`src/hdl/ckg_consts.svh`:
```
`ifndef CKG_CONSTS_SVH
`define CKG_CONSTS_SVH

// ****************************************
// Register offsets
// ****************************************
`define CKG_OFS_REVV 8'h07
`define CKG_OFS_PID 8'h08
`define CKG_OFS_OCTL 8'h09
`define CKG_OFS_STPX 8'h0A
`define CKG_OFS_STBY 8'h0B
`define CKG_OFS_BCNT 8'h0C
`define CKG_OFS_PLL1 8'h0D

// ****************************************
// Field positions
// ****************************************
`define CKG_B_AUX1 1
`define CKG_B_AUX2 0
`define CKG_B_BUS5 7
`define CKG_B_TRUST 6
`define CKG_B_TSEL 4
`define CKG_B_TENT 3
`define CKG_B_VMSB 2
`define CKG_B_VLSB 1
`define CKG_B_PINF 7
`define CKG_B_HS1 1
`define CKG_B_HS0 0
`define CKG_B_HS2 0
`define CKG_B_GEN2 1
`define CKG_B_SB2 3
`define CKG_B_SB1 2
`define CKG_REF_HI 5
`define CKG_N8 7
`define CKG_N9 6
`define CKG_ID_LO 4

// ****************************************
// Reset values and writable masks
// ****************************************
`define CKG_RST_PID 8'h00
`define CKG_RST_OCTL 8'h24
`define CKG_RST_STPX 8'h03
`define CKG_RST_STBY 8'h05
`define CKG_RST_BCNT 8'h0D
`define CKG_RST_PLL1 8'h00
`define CKG_WM_PID 8'h0F
`define CKG_WM_OCTL 8'hBE
`define CKG_WM_STPX 8'h7F
`define CKG_WM_STBY 8'hFD
`define CKG_WM_BCNT 8'h3F
`define CKG_WM_PLL1 8'hFF
`define CKG_M_TRUST 8'h40
`define CKG_M_PINF 8'h80
`define CKG_M_GEN2 8'h02
`define CKG_ZERO8 8'h00

`endif

```
`src/hdl/ckg_pkg.sv`:
```
`default_nettype none
package ckg_pkg;
   // Register port request, one cycle per access
   typedef struct packed {
      logic wr;
      logic rd;
      logic [7:0] addr;
      logic [7:0] wdata;
   } ckg_bus_req_t;

   // Strap pins as seen at the release of reset
   typedef struct packed {
      logic [2:0] freq_sel;
      logic trusted;
      logic pin_func;
      logic test_mode;
      logic test_sel;
      logic div_latch_vld;
      logic [7:0] div_latch;
   } ckg_strap_t;

   // Control bits that steer the output gating
   typedef struct packed {
      logic free_bus_clock_stop_allow;
      logic host_zero_stop_en;
      logic host_one_stop_en;
      logic host_two_stop_en;
      logic host_out_one_standby_enable;
      logic host_out_two_standby_enable;
      logic aux_single_ended_one_enable;
      logic aux_single_ended_two_enable;
   } ckg_gate_ctl_t;

   // Run enables of the gated clock outputs
   typedef struct packed {
      logic free_bus_clock_five;
      logic host_clock_out_zero;
      logic host_clock_out_one;
      logic host_clock_out_two;
      logic single_ended_aux_one;
      logic single_ended_aux_two;
      logic serial_ref_clock_five;
   } ckg_run_t;

   typedef enum logic [2:0] {
      CKG_ST_NORM = 3'b001,
      CKG_ST_HIZ = 3'b010,
      CKG_ST_REFN = 3'b100
   } ckg_tm_state_t;
endpackage
`default_nettype wire

```
`src/hdl/ckg_strap_latch.sv`:
```
`default_nettype none
module ckg_strap_latch #(
   parameter logic [63:0] DIV_ROM = 64'h1F1E1D1C1B1A1918
) (
   input wire logic clk, // Core clock
   input wire logic rst_n, // Synchronised reset, low active
   input wire logic ce, // Clock enable
   input wire ckg_pkg::ckg_strap_t straps, // Live strap pins
   output ckg_pkg::ckg_strap_t latched, // Straps held since reset
   output logic load, // One-cycle divider preload strobe
   output logic [7:0] preload // Divider byte to preload
);
   // ****************************************
   // Capture once after reset release
   // ****************************************
   logic done_q;
   logic load_q;
   ckg_pkg::ckg_strap_t latch_q;

   function automatic logic [7:0] rom_pick(input logic [63:0] rom,
                                           input logic [2:0] fs);
      rom_pick = rom[{fs, 3'b000} +: 8];
   endfunction

   // Straps are caught by a clocked process, never by the reset itself
   always_ff @(posedge clk or negedge rst_n) begin
      if (!rst_n) begin
         done_q <= 1'b0;
         load_q <= 1'b0;
         latch_q <= '0;
      end else if (ce) begin
         done_q <= 1'b1;
         load_q <= !done_q;
         if (!done_q) begin
            latch_q <= straps;
         end
      end
   end

   // Latched divider wins over the table when the strap supplies one
   assign preload = latch_q.div_latch_vld ? latch_q.div_latch :
                    rom_pick(DIV_ROM, latch_q.freq_sel);
   assign latched = latch_q;
   assign load = load_q;
endmodule
`default_nettype wire

```
`src/hdl/ckg_out_gate.sv`:
```
`default_nettype none
module ckg_out_gate (
   input wire logic clk, // Core clock
   input wire logic rst_n, // Synchronised reset, low active
   input wire logic ce, // Clock enable
   input wire ckg_pkg::ckg_gate_ctl_t ctl, // Gating controls
   input wire logic bus_stop_n, // Bus clock stop, low active
   input wire logic host_stop_n, // Host clock stop, low active
   input wire logic standby, // Management standby state
   input wire logic pin_func, // Shared pins select fifth ref clock
   input wire logic force_off, // Test mode high impedance
   output ckg_pkg::ckg_run_t run // Registered run enables
);
   // ****************************************
   // Stop and standby gating
   // ****************************************
   ckg_pkg::ckg_run_t run_q;
   ckg_pkg::ckg_run_t run_d;
   wire stops_live = !pin_func;
   wire bus_stop = stops_live && !bus_stop_n;
   wire host_stop = stops_live && !host_stop_n;
   wire sb_one = !standby || ctl.host_out_one_standby_enable;
   wire sb_two = !standby || ctl.host_out_two_standby_enable;

   // Stop pins are shared, so they act only when not used for the ref
   always_comb begin
      run_d.free_bus_clock_five = !force_off &&
         !(ctl.free_bus_clock_stop_allow && bus_stop);
      run_d.host_clock_out_zero = !force_off &&
         !(ctl.host_zero_stop_en && host_stop);
      run_d.host_clock_out_one = !force_off && sb_one &&
         !(ctl.host_one_stop_en && host_stop);
      run_d.host_clock_out_two = !force_off && sb_two &&
         !(ctl.host_two_stop_en && host_stop);
      run_d.single_ended_aux_one = !force_off &&
         ctl.aux_single_ended_one_enable;
      run_d.single_ended_aux_two = !force_off &&
         ctl.aux_single_ended_two_enable;
      run_d.serial_ref_clock_five = !force_off && pin_func;
   end

   // Registered so the enables switch cleanly on a clock edge
   always_ff @(posedge clk or negedge rst_n) begin
      if (!rst_n) begin
         run_q <= '0;
      end else if (ce) begin
         run_q <= run_d;
      end
   end

   assign run = run_q;
endmodule
`default_nettype wire

```
`src/hdl/ckg_regs.sv`:
```
// Decided for this implementation: strobed register access.
`include "ckg_consts.svh"
`default_nettype none
module ckg_regs #(
   parameter logic [3:0] PART_ID = 4'h6, // Arbitrary value
   parameter logic [3:0] MAKER_CODE = 4'hA, // Arbitrary value
   parameter logic [3:0] REV_CODE = 4'h3, // Arbitrary value
   parameter logic GEN2_STATUS = 1'b0, // Compliance status bit
   parameter logic [63:0] DIV_ROM = 64'h1F1E1D1C1B1A1918 // Div table
) (
   input wire logic clk, // Core clock, 125 MHz
   input wire logic rst_n, // Asynchronous reset, low active
   input wire logic ce, // Clock enable, freezes state when low
   input wire ckg_pkg::ckg_bus_req_t bus_req, // Register request
   output logic [7:0] rdata, // Read data, cycle after the strobe
   input wire ckg_pkg::ckg_strap_t straps, // Strap pins
   input wire logic bus_stop_n, // Bus clock stop, low active
   input wire logic host_stop_n, // Host clock stop, low active
   input wire logic standby, // Management standby state
   output ckg_pkg::ckg_run_t run, // Output run enables
   output logic test_hiz, // Test mode, outputs high impedance
   output logic test_refn, // Test mode, outputs ref over N
   output logic no_overclock, // Trusted strap forbids overclock
   output logic [1:0] io_voltage_select, // I/O voltage code
   output logic [5:0] readback_count, // Block read byte count
   output logic [5:0] pll1_ref_div, // PLL one ref divider
   output logic [1:0] pll1_fb_div_hi // PLL one feedback bits 9:8
);
   // ****************************************
   // Reset synchroniser
   // ****************************************
   logic rst_meta_q;
   logic rst_sync_n;

   // Release is delayed two edges so no flop leaves reset on a glitch
   always_ff @(posedge clk or negedge rst_n) begin
      if (!rst_n) begin
         rst_meta_q <= 1'b0;
         rst_sync_n <= 1'b0;
      end else begin
         rst_meta_q <= 1'b1;
         rst_sync_n <= rst_meta_q;
      end
   end

   // ****************************************
   // Helpers
   // ****************************************
   function automatic logic hit(input logic [7:0] a,
                                input logic [7:0] ofs);
      hit = (a == ofs);
   endfunction

   // Only bits in the mask take the new value
   function automatic logic [7:0] merge(input logic [7:0] old,
                                        input logic [7:0] wd,
                                        input logic [7:0] msk);
      merge = (old & ~msk) | (wd & msk);
   endfunction

   // ****************************************
   // Strap capture and output gating
   // ****************************************
   ckg_pkg::ckg_strap_t latched;
   logic div_load;
   logic [7:0] div_preload;
   ckg_pkg::ckg_gate_ctl_t gate_ctl;

   ckg_strap_latch #(
      .DIV_ROM(DIV_ROM)
   ) u_strap (
      .clk(clk),
      .rst_n(rst_sync_n),
      .ce(ce),
      .straps(straps),
      .latched(latched),
      .load(div_load),
      .preload(div_preload)
   );

   // ****************************************
   // Address decode
   // ****************************************
   wire wr_pid = bus_req.wr && hit(bus_req.addr, `CKG_OFS_PID);
   wire wr_octl = bus_req.wr && hit(bus_req.addr, `CKG_OFS_OCTL);
   wire wr_stpx = bus_req.wr && hit(bus_req.addr, `CKG_OFS_STPX);
   wire wr_stby = bus_req.wr && hit(bus_req.addr, `CKG_OFS_STBY);
   wire wr_bcnt = bus_req.wr && hit(bus_req.addr, `CKG_OFS_BCNT);
   wire wr_pll1 = bus_req.wr && hit(bus_req.addr, `CKG_OFS_PLL1);

   // ****************************************
   // Register storage
   // ****************************************
   logic [7:0] pid_q;
   logic [7:0] octl_q;
   logic [7:0] stpx_q;
   logic [7:0] stby_q;
   logic [7:0] bcnt_q;
   logic [7:0] pll1_q;
   logic [7:0] rdata_q;

   // Masks keep read-only positions at zero in storage
   always_ff @(posedge clk or negedge rst_sync_n) begin
      if (!rst_sync_n) begin
         pid_q <= `CKG_RST_PID;
         octl_q <= `CKG_RST_OCTL;
         stpx_q <= `CKG_RST_STPX;
         stby_q <= `CKG_RST_STBY;
         bcnt_q <= `CKG_RST_BCNT;
      end else if (ce) begin
         if (wr_pid) begin
            pid_q <= merge(pid_q, bus_req.wdata, `CKG_WM_PID);
         end
         if (wr_octl) begin
            octl_q <= merge(octl_q, bus_req.wdata, `CKG_WM_OCTL);
         end
         if (wr_stpx) begin
            stpx_q <= merge(stpx_q, bus_req.wdata, `CKG_WM_STPX);
         end
         if (wr_stby) begin
            stby_q <= merge(stby_q, bus_req.wdata, `CKG_WM_STBY);
         end
         if (wr_bcnt) begin
            bcnt_q <= merge(bcnt_q, bus_req.wdata, `CKG_WM_BCNT);
         end
      end
   end

   // Preload strobe fires once after reset and wins over a write
   always_ff @(posedge clk or negedge rst_sync_n) begin
      if (!rst_sync_n) begin
         pll1_q <= `CKG_RST_PLL1;
      end else if (ce) begin
         if (div_load) begin
            pll1_q <= div_preload;
         end else if (wr_pll1) begin
            pll1_q <= merge(pll1_q, bus_req.wdata, `CKG_WM_PLL1);
         end
      end
   end

   // ****************************************
   // Read path
   // ****************************************
   wire [7:0] rd_revv = {REV_CODE, MAKER_CODE};
   wire [7:0] rd_pid = {PART_ID, pid_q[`CKG_ID_LO-1:0]};
   wire [7:0] rd_octl = octl_q |
      (latched.trusted ? `CKG_M_TRUST : `CKG_ZERO8);
   wire [7:0] rd_stpx = stpx_q |
      (latched.pin_func ? `CKG_M_PINF : `CKG_ZERO8);
   wire [7:0] rd_stby = stby_q |
      (GEN2_STATUS ? `CKG_M_GEN2 : `CKG_ZERO8);
   logic [7:0] rd_mux;

   // Unmapped offsets read as zero
   always_comb begin
      case (bus_req.addr)
         `CKG_OFS_REVV: rd_mux = rd_revv;
         `CKG_OFS_PID: rd_mux = rd_pid;
         `CKG_OFS_OCTL: rd_mux = rd_octl;
         `CKG_OFS_STPX: rd_mux = rd_stpx;
         `CKG_OFS_STBY: rd_mux = rd_stby;
         `CKG_OFS_BCNT: rd_mux = bcnt_q;
         `CKG_OFS_PLL1: rd_mux = pll1_q;
         default: rd_mux = `CKG_ZERO8;
      endcase
   end

   // Data stands only in the cycle after the strobe
   always_ff @(posedge clk or negedge rst_sync_n) begin
      if (!rst_sync_n) begin
         rdata_q <= `CKG_ZERO8;
      end else if (ce) begin
         rdata_q <= bus_req.rd ? rd_mux : `CKG_ZERO8;
      end
   end

   // ****************************************
   // Test mode state machine
   // ****************************************
   ckg_pkg::ckg_tm_state_t tm_q;
   ckg_pkg::ckg_tm_state_t tm_d;
   wire tm_on = octl_q[`CKG_B_TENT] || latched.test_mode;
   // Register select applies when the register made the entry
   wire tm_sel = octl_q[`CKG_B_TENT] ? octl_q[`CKG_B_TSEL] :
                 latched.test_sel;

   // Every state may move anywhere; the decision is fully decoded
   always_comb begin
      case (tm_q)
         ckg_pkg::CKG_ST_NORM,
         ckg_pkg::CKG_ST_HIZ,
         ckg_pkg::CKG_ST_REFN: begin
            if (!tm_on) begin
               tm_d = ckg_pkg::CKG_ST_NORM;
            end else if (tm_sel) begin
               tm_d = ckg_pkg::CKG_ST_REFN;
            end else begin
               tm_d = ckg_pkg::CKG_ST_HIZ;
            end
         end
         default: tm_d = ckg_pkg::CKG_ST_NORM;
      endcase
   end

   always_ff @(posedge clk or negedge rst_sync_n) begin
      if (!rst_sync_n) begin
         tm_q <= ckg_pkg::CKG_ST_NORM;
      end else if (ce) begin
         tm_q <= tm_d;
      end
   end

   // ****************************************
   // Output gating
   // ****************************************
   assign gate_ctl.free_bus_clock_stop_allow = octl_q[`CKG_B_BUS5];
   assign gate_ctl.host_zero_stop_en = stpx_q[`CKG_B_HS0];
   assign gate_ctl.host_one_stop_en = stpx_q[`CKG_B_HS1];
   assign gate_ctl.host_two_stop_en = stby_q[`CKG_B_HS2];
   assign gate_ctl.host_out_one_standby_enable = stby_q[`CKG_B_SB1];
   assign gate_ctl.host_out_two_standby_enable = stby_q[`CKG_B_SB2];
   assign gate_ctl.aux_single_ended_one_enable = pid_q[`CKG_B_AUX1];
   assign gate_ctl.aux_single_ended_two_enable = pid_q[`CKG_B_AUX2];

   ckg_out_gate u_gate (
      .clk(clk),
      .rst_n(rst_sync_n),
      .ce(ce),
      .ctl(gate_ctl),
      .bus_stop_n(bus_stop_n),
      .host_stop_n(host_stop_n),
      .standby(standby),
      .pin_func(latched.pin_func),
      .force_off(test_hiz),
      .run(run)
   );

   // ****************************************
   // Outputs
   // ****************************************
   assign rdata = rdata_q;
   assign test_hiz = (tm_q == ckg_pkg::CKG_ST_HIZ);
   assign test_refn = (tm_q == ckg_pkg::CKG_ST_REFN);
   assign no_overclock = latched.trusted;
   assign io_voltage_select = {octl_q[`CKG_B_VMSB],
                               octl_q[`CKG_B_VLSB]};
   assign readback_count = bcnt_q[`CKG_REF_HI:0];
   assign pll1_ref_div = pll1_q[`CKG_REF_HI:0];
   assign pll1_fb_div_hi = {pll1_q[`CKG_N9], pll1_q[`CKG_N8]};

   // ****************************************
   // Checks
   // ****************************************
   wire host_stop_act = !latched.pin_func && !host_stop_n;
   wire bus_stop_act = !latched.pin_func && !bus_stop_n;
   wire rd_pid_hit = bus_req.rd && hit(bus_req.addr, `CKG_OFS_PID);
   wire rd_octl_hit = bus_req.rd && hit(bus_req.addr, `CKG_OFS_OCTL);
   wire rd_stpx_hit = bus_req.rd && hit(bus_req.addr, `CKG_OFS_STPX);
   wire rd_stby_hit = bus_req.rd && hit(bus_req.addr, `CKG_OFS_STBY);
   wire rd_bcnt_hit = bus_req.rd && hit(bus_req.addr, `CKG_OFS_BCNT);
endmodule
`default_nettype wire

```
`config.mk`:
```
export PLATFORM = sky130hd
export DESIGN_NAME = ckg_regs
export DESIGN_NICKNAME = d
export VERILOG_FILES = /design/src/hdl/ckg_pkg.sv /design/src/hdl/ckg_strap_latch.sv /design/src/hdl/ckg_out_gate.sv /design/src/hdl/ckg_regs.sv
export VERILOG_INCLUDE_DIRS = /design/src /design/src/hdl
export SDC_FILE = /design/constraint.sdc
export NUM_CORES = 1
export LEC_CHECK = 0
export BUFFER_PORTS_ARGS = -buffer_cell sky130_fd_sc_hd__buf_4
export CAP_MARGIN = 25
export CORE_ASPECT_RATIO = 1.1
export CORE_UTILIZATION = 30
export CTS_BUF_LIST = sky130_fd_sc_hd__clkbuf_16
export DETAILED_ROUTE_END_ITERATION = 16
export SLEW_MARGIN = 40
export SYNTH_ARGS = -nofsm -noshare
export SYNTH_HDL_FRONTEND = slang
export SYNTH_HIERARCHICAL = 1
export SYNTH_SLANG_ARGS = --single-unit
export TNS_END_PERCENT = 1
```
`constraint.sdc`:
```
create_clock -name clk -period 6.8 [get_ports clk]
set_clock_uncertainty 0.1 [all_clocks]
set_input_delay 0.68 -clock clk [delete_from_list [all_inputs] [get_ports clk]]
set_output_delay 0.68 -clock clk [all_outputs]
set_load 0.01 [all_outputs]
```
-- Word-level counts from Yosys, hierarchy flattened
Cells that the tools add are included.
- input port bits: 40
- word-level logic and storage cells: 99
- output and inout port bits: 34
- register bits after elaboration: 86
- bitwise logic cells: 8
- shift operators: 1
- muxes and demuxes: 11
- reductions and logical operators: 43
- equality and inequality tests: 10
- operators by type and width (cell ; count):
    indexed part select 64 x 7 -> 8 bit, first input constant ; 1
    case mux 8 bit (7 select lines) ; 1
    equality test 8 x 4 -> 1 bit, second input constant ; 6
    2-to-1 mux 8 bit ; 5
    logical AND 1 bit ; 21
    OR 8 x 7 -> 8 bit ; 2
    AND reduction 2 bit ; 7
    logical NOT 1 bit ; 10
    2-to-1 mux 3 bit ; 3
    equality test 8 x 3 -> 1 bit, second input constant ; 1
    OR 2 x 8 -> 8 bit ; 1
    OR 7 x 8 -> 8 bit ; 1
    OR 8 x 4 -> 8 bit ; 1
    OR 8 x 6 -> 8 bit ; 1
    OR 8 bit ; 1
    2-to-1 mux 7 bit ; 1
    equality test 3 x 1 -> 1 bit, second input constant ; 1
    equality test 3 x 2 -> 1 bit, second input constant ; 1
    equality test 3 bit, second input constant ; 1
    logical OR 1 bit ; 3
    OR reduction 3 bit ; 1
    nonzero test 2 bit ; 1
    2-to-1 mux 1 bit ; 1
    NOT 1 bit ; 1

-- Longest topological paths before layout
Gate-level depths: netlist (run 1).
- word-level depth: 5
- gate-level depth with buffers: 6
- depth with buffers taken out: 4

-- Cells and area by module
The synthesis (run 1) kept the hierarchy.
- modules (own cells, without submodules) (module ; cells each ; area an instance (µm²) ; seq. area each (µm²) ; times used):
    ckg_regs ; 217 ; 2548.7 ; 1288.7 ; 1
    ckg_strap_latch ; 49 ; 798.3 ; 450.4 ; 1
    ckg_out_gate ; 32 ; 330.3 ; 175.2 ; 1

-- Least setup slack after synthesis (run 1)
Ideal clock, no wire load.
- path type: input -> register
- start: in bus_req[13] in the netlist's numbering
- end: reg octl_q[1]
- cell stages on the path: 4
- data required time: 6575 ps
- path buffers: 0
- path slack: 4228 ps
- setup time: 125 ps
- arrival time: 2347 ps
- cells stage by stage: or4_4 or3_4 nor2_1 mux2_2
- cells in the longest elaborated chain, start to end: 3
- RTL lines (item ; RTL line ; source):
    start: declaration ; ckg_regs.sv:14 ; input wire ckg_pkg::ckg_bus_req_t bus_req,
    equality test 8 x 4 -> 1 bit ; ckg_regs.sv:51 ; hit = (a == ofs);
    logical AND 1 bit ; ckg_regs.sv:85 ; wire wr_octl = bus_req.wr && hit(bus_req.addr, `CKG_OFS_OCTL);
    AND reduction 2 bit (no line) ; -- ;
    end signal: assignment ; ckg_regs.sv:106 ; octl_q <= `CKG_RST_OCTL;
    end signal: assignment ; ckg_regs.sv:115 ; octl_q <= merge(octl_q, bus_req.wdata, `CKG_WM_OCTL);
    end: declaration ; ckg_regs.sv:95 ; logic [7:0] octl_q;
Every way passes these cells.
A chain may end at the register's enable or synchronous reset.

-- Worst setup path in the final report (run 1)
- start: in bus_req[13] in the netlist's numbering
- end: reg octl_q[4]
Same word-level chain as after synthesis.

==> results.md, run 1 <==
* Cts hold-fix bufs at 0
* Ys Warns at 6
* CTS sink count at 76
* Layout area overhead at 27.3%
* Number of global-route vias before repair at between 2k and 3k
* Grt ovf at 0
* # IOs at 74
* CP Data Arrival Time at 2.62 ns
* IO Port Bufs at 73
* Pleak at 0.00215 uW
* Nets at roughly 410
* Max Fclk at 400 MHz
* Antenna violations before repair at 0
* Worst EP required at 6.92 ns
* Setup repair after global routing missed its margin: false
* Mapped Area at 3680 sq um
* Distinct cell type count after synthesis at 56
* Most frequent cells in the layout: 73 x buf_4, 65 x dfrtp_1, 44 x mux2_2, 19 x inv_1, 10 x dfstp_2
* Worst slew pin tran at 0.725 ns
* Commonest non-fill, non-tap cell in the layout: buf_4
* Final Hold Viols at 0
* Multi-input gate area at 1610 sq um
* Vias at about 2.6k
* FF-to-FF End: u_gate/run[4]
* CP Max Fanout at 6
* Clock period minus worst slack at ~2.5 ns
* DRT iter0 DRCs at a little over 100
* Yosys top cell area share at 44.9%
* DR DRC count at 0
* Largest net degree at the start of global routing at 75
* # H-tree levels at 3
* CTS Buf Count at 9
* Clk_lat worst skew at about 0.33 ns
* Final GP Congestion at 0.765
* Mapped Cells at 298
* Root Buffer: clkbuf_16
* Diode count at 0
* Slowest-stage cell, CP: or4_4
* Slew HR at 51.2%
* Die Ht at 118 um
* Power per cell area at 252 nW/um^2
* Setup violators final at 0
* Syn_nets at 338
* CTS Buffer Depth at 2
* Sequential cell area at 1920 sq um
* DR WL/cell at 17.3 um
* Final wirelength at slightly above 9000 um
* Yosys top cell by area: dfrtp_1
* DR pass1 iterations at 4
* Fraction of layout cells with a size suffix above 1 at 44.9%
* TritonCTS clock tree: built
* Die Wd at approximately 110 um
* Dpl cells at 510
* CTS clock-pin slew for the worst setup and hold paths at 0.06 ns
* Critical path buffers and inverters at 1
* Fin. max-slew vios at 0
* Global-route wire length before repair at 14700 um
* Setup bufs post-CTS at 0
* Post-Place Cell Area at 4340 sq um
* Final std cells w/o fill at 526
* Mux cell area share after synthesis at 20.2%
* Seq/Total Area, Yosys at 52.1%
* XOR/XNOR Fraction of Synth Area at less than 1%
* Mean Syn Cell Area at 12.3 sq um
* Setup_tns at 0 ns
* Startpoint Class: input port
* Core area at 12000 sq um
* Post-synthesis adder-cell area fraction at 0%
* Site Rows at 42
* Most area-consuming cells after synthesis: dfrtp_1 45%, mux2_2 13%, dfstp_2 7.1%
* Crit path cell chain: buf_4 -> or4_4 -> or3_4 -> nor2_1 -> mux2_2
* Post-synth ARST share at 100%
* Status: completed
* GRT Total Usage at 15.4%
* Max-cap violations at 0
* Via density at ~4.9
* Simple-gate share of the synthesized area at a little over an eighth
* Worst setup EP type: flop
* Starting Density at a little under a third
* Detailed placement HPWL at between 6000 and 7000 um
* Fill cells at 1197
* Critical path type: input port to flop
* Main combinational cell family by area after synthesis: multiplexers
* Ys flop type: dfrtp_1
* Compound-cell area share of the yosys netlist at 9.87%
* Synth Register Bits at 76
* Post-synth EDFFs at 0
* Peak supply drop at 0.104 mV
* Reg2reg setup slack at ~5.2 ns
* Slowest Stage Delay on Critical Path at 0.57 ns
* Finished Cell Area at 4680 sq um
* Period utilization at ~37%
* Die Area at 12700 sq um
* CTS resizes at 0
* Post-route ant nets at 0
* Crit-path leading delay family: simple AND/OR/NAND/NOR gates
* Worst r2r src: tm_q[1]
* Reg2reg path depth at 4
* HP Class: input port to async pin
[cell type report]
cell class / count / area share (%)
Clock inverter: 7 / 2.22
Timing Repair Buffer: 74 / 11.9
Multi-Input combinational cell: 187 / 34.5
Tap cell: 154 / 4.12
Sequential cell: 76 / 40.9
Clock buffer: 9 / 4.81
Inverter: 19 / 1.52
[kinds of logic after synthesis]
| kind of cell | after synthesis |
|---|---|
| mux | 63 |
| flops | 76 |
| other cells | 1 |
| simple gates | 72 |
| xor+xnor | 1 |
| compound gates | 50 |
| buf+inv | 35 |
[through the flow]
step	util, %	setup slack [ns]	hold slack (ns)	total power [uW]
2_1_floorplan	-	4.23	0.231	590
3_3_place_gp	36.2	3.81	0.237	654
3_5_place_dp	36.2	3.95	0.242	659
4_1_cts	39.0	4.30	0.0105	1190
5_1_grt	39.1	4.14	0.00541	1230
6_report	39.1	4.30	0.0185	1180
[per-layer routing]
layer  wire (um)  track usage (%)  vias to the layer above
met1        4070             20.6                     1279
met2        4380             23.6                       72
met4          93             5.39                        0
met5           0                0                        -
li1            -                -                     1228
met3         578             4.43                       10
[synthesized netlist by cell type, drive strengths merged (3+ instances only)]
library cell,n
a21oi,6
a221o,8
and2,4
and3,9
buf,8
clkbuf,8
dfrtp,66
dfstp,10
inv,19
mux2,53
mux2i,9
nand2,9
nand2b,6
nand3,3
nand3b,4
nor2,7
nor2b,5
nor3,4
nor3b,6
nor4,5
o21ai,8
o22ai,9
o32ai,4
or3,3
[power by group]
part	switching, uW	leakage (uW)	internal [uW]	total (uW)
logic	64.0	0.00102	74.1	138
registers	26.3	0.000969	485	511
clock network	202	0.000161	327	529
[state kept, by name (all words and copies together) (netlist names), 4 cells and up]
signal           cells
u_strap/latched     16
pll1_q               8
rdata                8
rd_stby              7
stpx_q               7
u_gate/run           7
bcnt_q               6
octl_q               6
pid_q                4
[worst max-delay path by stage]
| stage | slack [ns] | cells past startpoint | to | startpoint |
|---|---|---|---|---|
| 6_report | 4.30 | 5 | octl_q[4] | bus_req[13] |
| 5_1_grt | 4.14 | 5 | bcnt_q[4] | bus_req[13] |
| 2_1_floorplan | 4.23 | 4 | octl_q[1] | bus_req[13] |
| 3_3_place_gp | 3.81 | 5 | pll1_q[0] | bus_req[13] |
| 4_1_cts | 4.30 | 5 | octl_q[4] | bus_req[13] |
| 3_5_place_dp | 3.95 | 5 | octl_q[7] | bus_req[13] |
No activity file was read; power rests on OpenSTA's default activity.
==> run 2, diff against run 1 <==
==> constraint.sdc (replaced) <==
create_clock -name clk -period 2.05 [get_ports clk]
set_clock_uncertainty 0.1 [all_clocks]
set_input_delay 0.205 -clock clk [delete_from_list [all_inputs] [get_ports clk]]
set_output_delay 0.205 -clock clk [all_outputs]
set_load 0.01 [all_outputs]
==> run 2 against run 1 <==
Against the previous run: cell count grew 6.3%; via count grew 4.9%; total power grew to 3.1 times the previous value; critical path depth grew 1; critical endpoint is now stpx_q[3].
==> results.md, run 2 (synthesis results as in run 1) <==
* # H-tree levels at 3
* Site Rows at 42
* Max reg flops at 16
* Die Area at roughly 13000 sq um
* Worst slew pin tran at 0.629 ns
* FF-to-FF End: pll1_q[0]
* Internal Pwr Total at 2700 uW
* Peak supply drop at 0.301 mV
* Final Hold Viols at 0
* Fin. max-slew vios at 0
* Setup violators final at 0
* CP Data Arrival Time at about 2 ns
* DR WL/cell at 16.8 um
* Switching Fraction at 25.5%
* IO Port Bufs at 73
* Fin worst setup slack at 0.161 ns
* GRT Total Usage at 16.0%
* Via density at 4.86
* Slew HR at 57.8%
* CTS Buf Count at 9
* Core area at 12000 sq um
* DR DRC count at 0
* Setup repair after global routing missed its margin: false
* Detailed placement HPWL at 6850 um
* Starting Density at 30.7%
* Clk_lat worst skew at approximately 0.34 ns
* Status: completed
* Reg2reg path depth at 3
* Final std cells w/o fill at 559
* Clock share of power at 39.4%
* Largest net degree at the start of global routing at 75
* Dpl ws at -0.171 ns
* Max-cap violations at 0
* Startpoint Class: input port
* DRT iter0 DRCs at 84
* CTS sink count at 76
* Root Buffer: clkbuf_16
* Worst r2r src: u_strap/latched[8]
* Diode count at 0
* Hold-critical path depth at 2
* Grt ovf at 0
* Die Wd at 108 um
* Combinational share of power at 13.7%
* Final GP Congestion at ~0.81
* Nets at between 400 and 500
* Seq pwr share at 46.9%
* Max Fclk at 529 MHz
* CP Max Fanout at 4
* NetSw at 922 uW
* Pleak at around 0.0023 uW
* DR pass1 iterations at 4
* Hold Path Origin: straps[8]
* Number of global-route vias before repair at 2896
* CTS clock-pin slew for the worst setup and hold paths at 0.06 ns
* Hold endpoint: u_strap/latched[8]
* Period utilization at 92.1%
* Critical path type: input port to flop
* Post-route ant nets at 0
* Die Ht at 118 um
* HP Class: input port to flop
* Dpl cells at ~530
* Worst setup EP type: flop
* Setup_tns at 0 ns
* Power per cell area at ~740 nW/um^2
* Antenna violations before repair at 0
* Most frequent cells in the layout: 90 x buf_4, 65 x dfrtp_1, 44 x mux2_2, 20 x inv_1, 16 x dlygate4sd3_1
* CTS Buffer Depth at 2
* Fraction of layout cells with a size suffix above 1 at 44.7%
* Layout area overhead at 33.3%
* TritonCTS clock tree: built
* Global-route wire length before repair at 15400 um
* # IOs at 74
* Setup bufs post-CTS at 0
* Vias at between 2k and 3k
* Clock period minus worst slack at ~1.9 ns
* Worst EP required at 2.17 ns
* Reg2reg setup slack at 0.53 ns
* Final wirelength at 9390 um
* Commonest non-fill, non-tap cell in the layout: buf_4
==> run 2: changes by cell type in the layout (fill, tap and decap cells not counted), sizes merged <==
cell,delta
dlygate4sd3,+16
buf,+17
clkinvlp,+2
bufinv,-2
inv,-3
clkinv,+3
==> run 2: metrics by stage <==
step,area (sq um),power [uW],utilization (%),hold slack [ns]
detailed placement,4470,2200,37.3,-0.109
floorplan,3680,1960,-,-0.191
finish,4900,3620,40.9,0.0158
global placement,4470,2180,37.3,-0.112
CTS,4900,3670,40.9,0.00227
global route,4900,3770,40.9,0.00619
==> run 2: timing repair <==
action,CTS,global route
hold endpoints to repair,17,0
gates resized for setup,0,0
hold buffers,16,0
==> run 2: metal layers <==
layer / part of all wire, % / GRT usage (%) / vias to the layer above
li1: - / - / 1289
met1: 47 / 21.2 / 1353
met2: 47 / 25.3 / 63
met3: 4.7 / 3.93 / 11
met4: 1.4 / 5.57 / 0
met5: 0 / 0 / -
==> run 2: power groups by stage <==
stage / Sequential, uW / Combinational, uW / Clock [uW]
global placement: 1720 / 463 / 0
floorplan: 1730 / 229 / 0
finish: 1700 / 494 / 1430
CTS: 1700 / 499 / 1470
detailed placement: 1730 / 474 / 0
global route: 1710 / 538 / 1520
==> run 2: critical path, cell delays in order <==
cell     delay (ns)
buf_4          0.11
or4_4          0.54
or3_4          0.44
nor3b_4        0.20
buf_4          0.16
mux2_2         0.34
==> run 2: worst max-delay path by stage <==
stage / from / to / cells after the start
6_report: bus_req[13] / stpx_q[3] / 6
5_1_grt: bus_req[13] / stpx_q[3] / 6
4_1_cts: bus_req[13] / stpx_q[3] / 6
3_5_place_dp: bus_req[13] / stpx_q[3] / 6
3_3_place_gp: bus_req[13] / stpx_q[2] / 6
2_1_floorplan: bus_req[13] / octl_q[1] / 4
==> run 2: layout make-up <==
class | count | area (sq um)
fillers | 1171 | 7080
well taps | 154 | 193
repair buffers | 107 | 856
clock inverters | 7 | 45.0
multi-input cells | 187 | 1600
inverters | 19 | 71.3
flip-flops and latches | 76 | 1920
clock buffers | 9 | 225
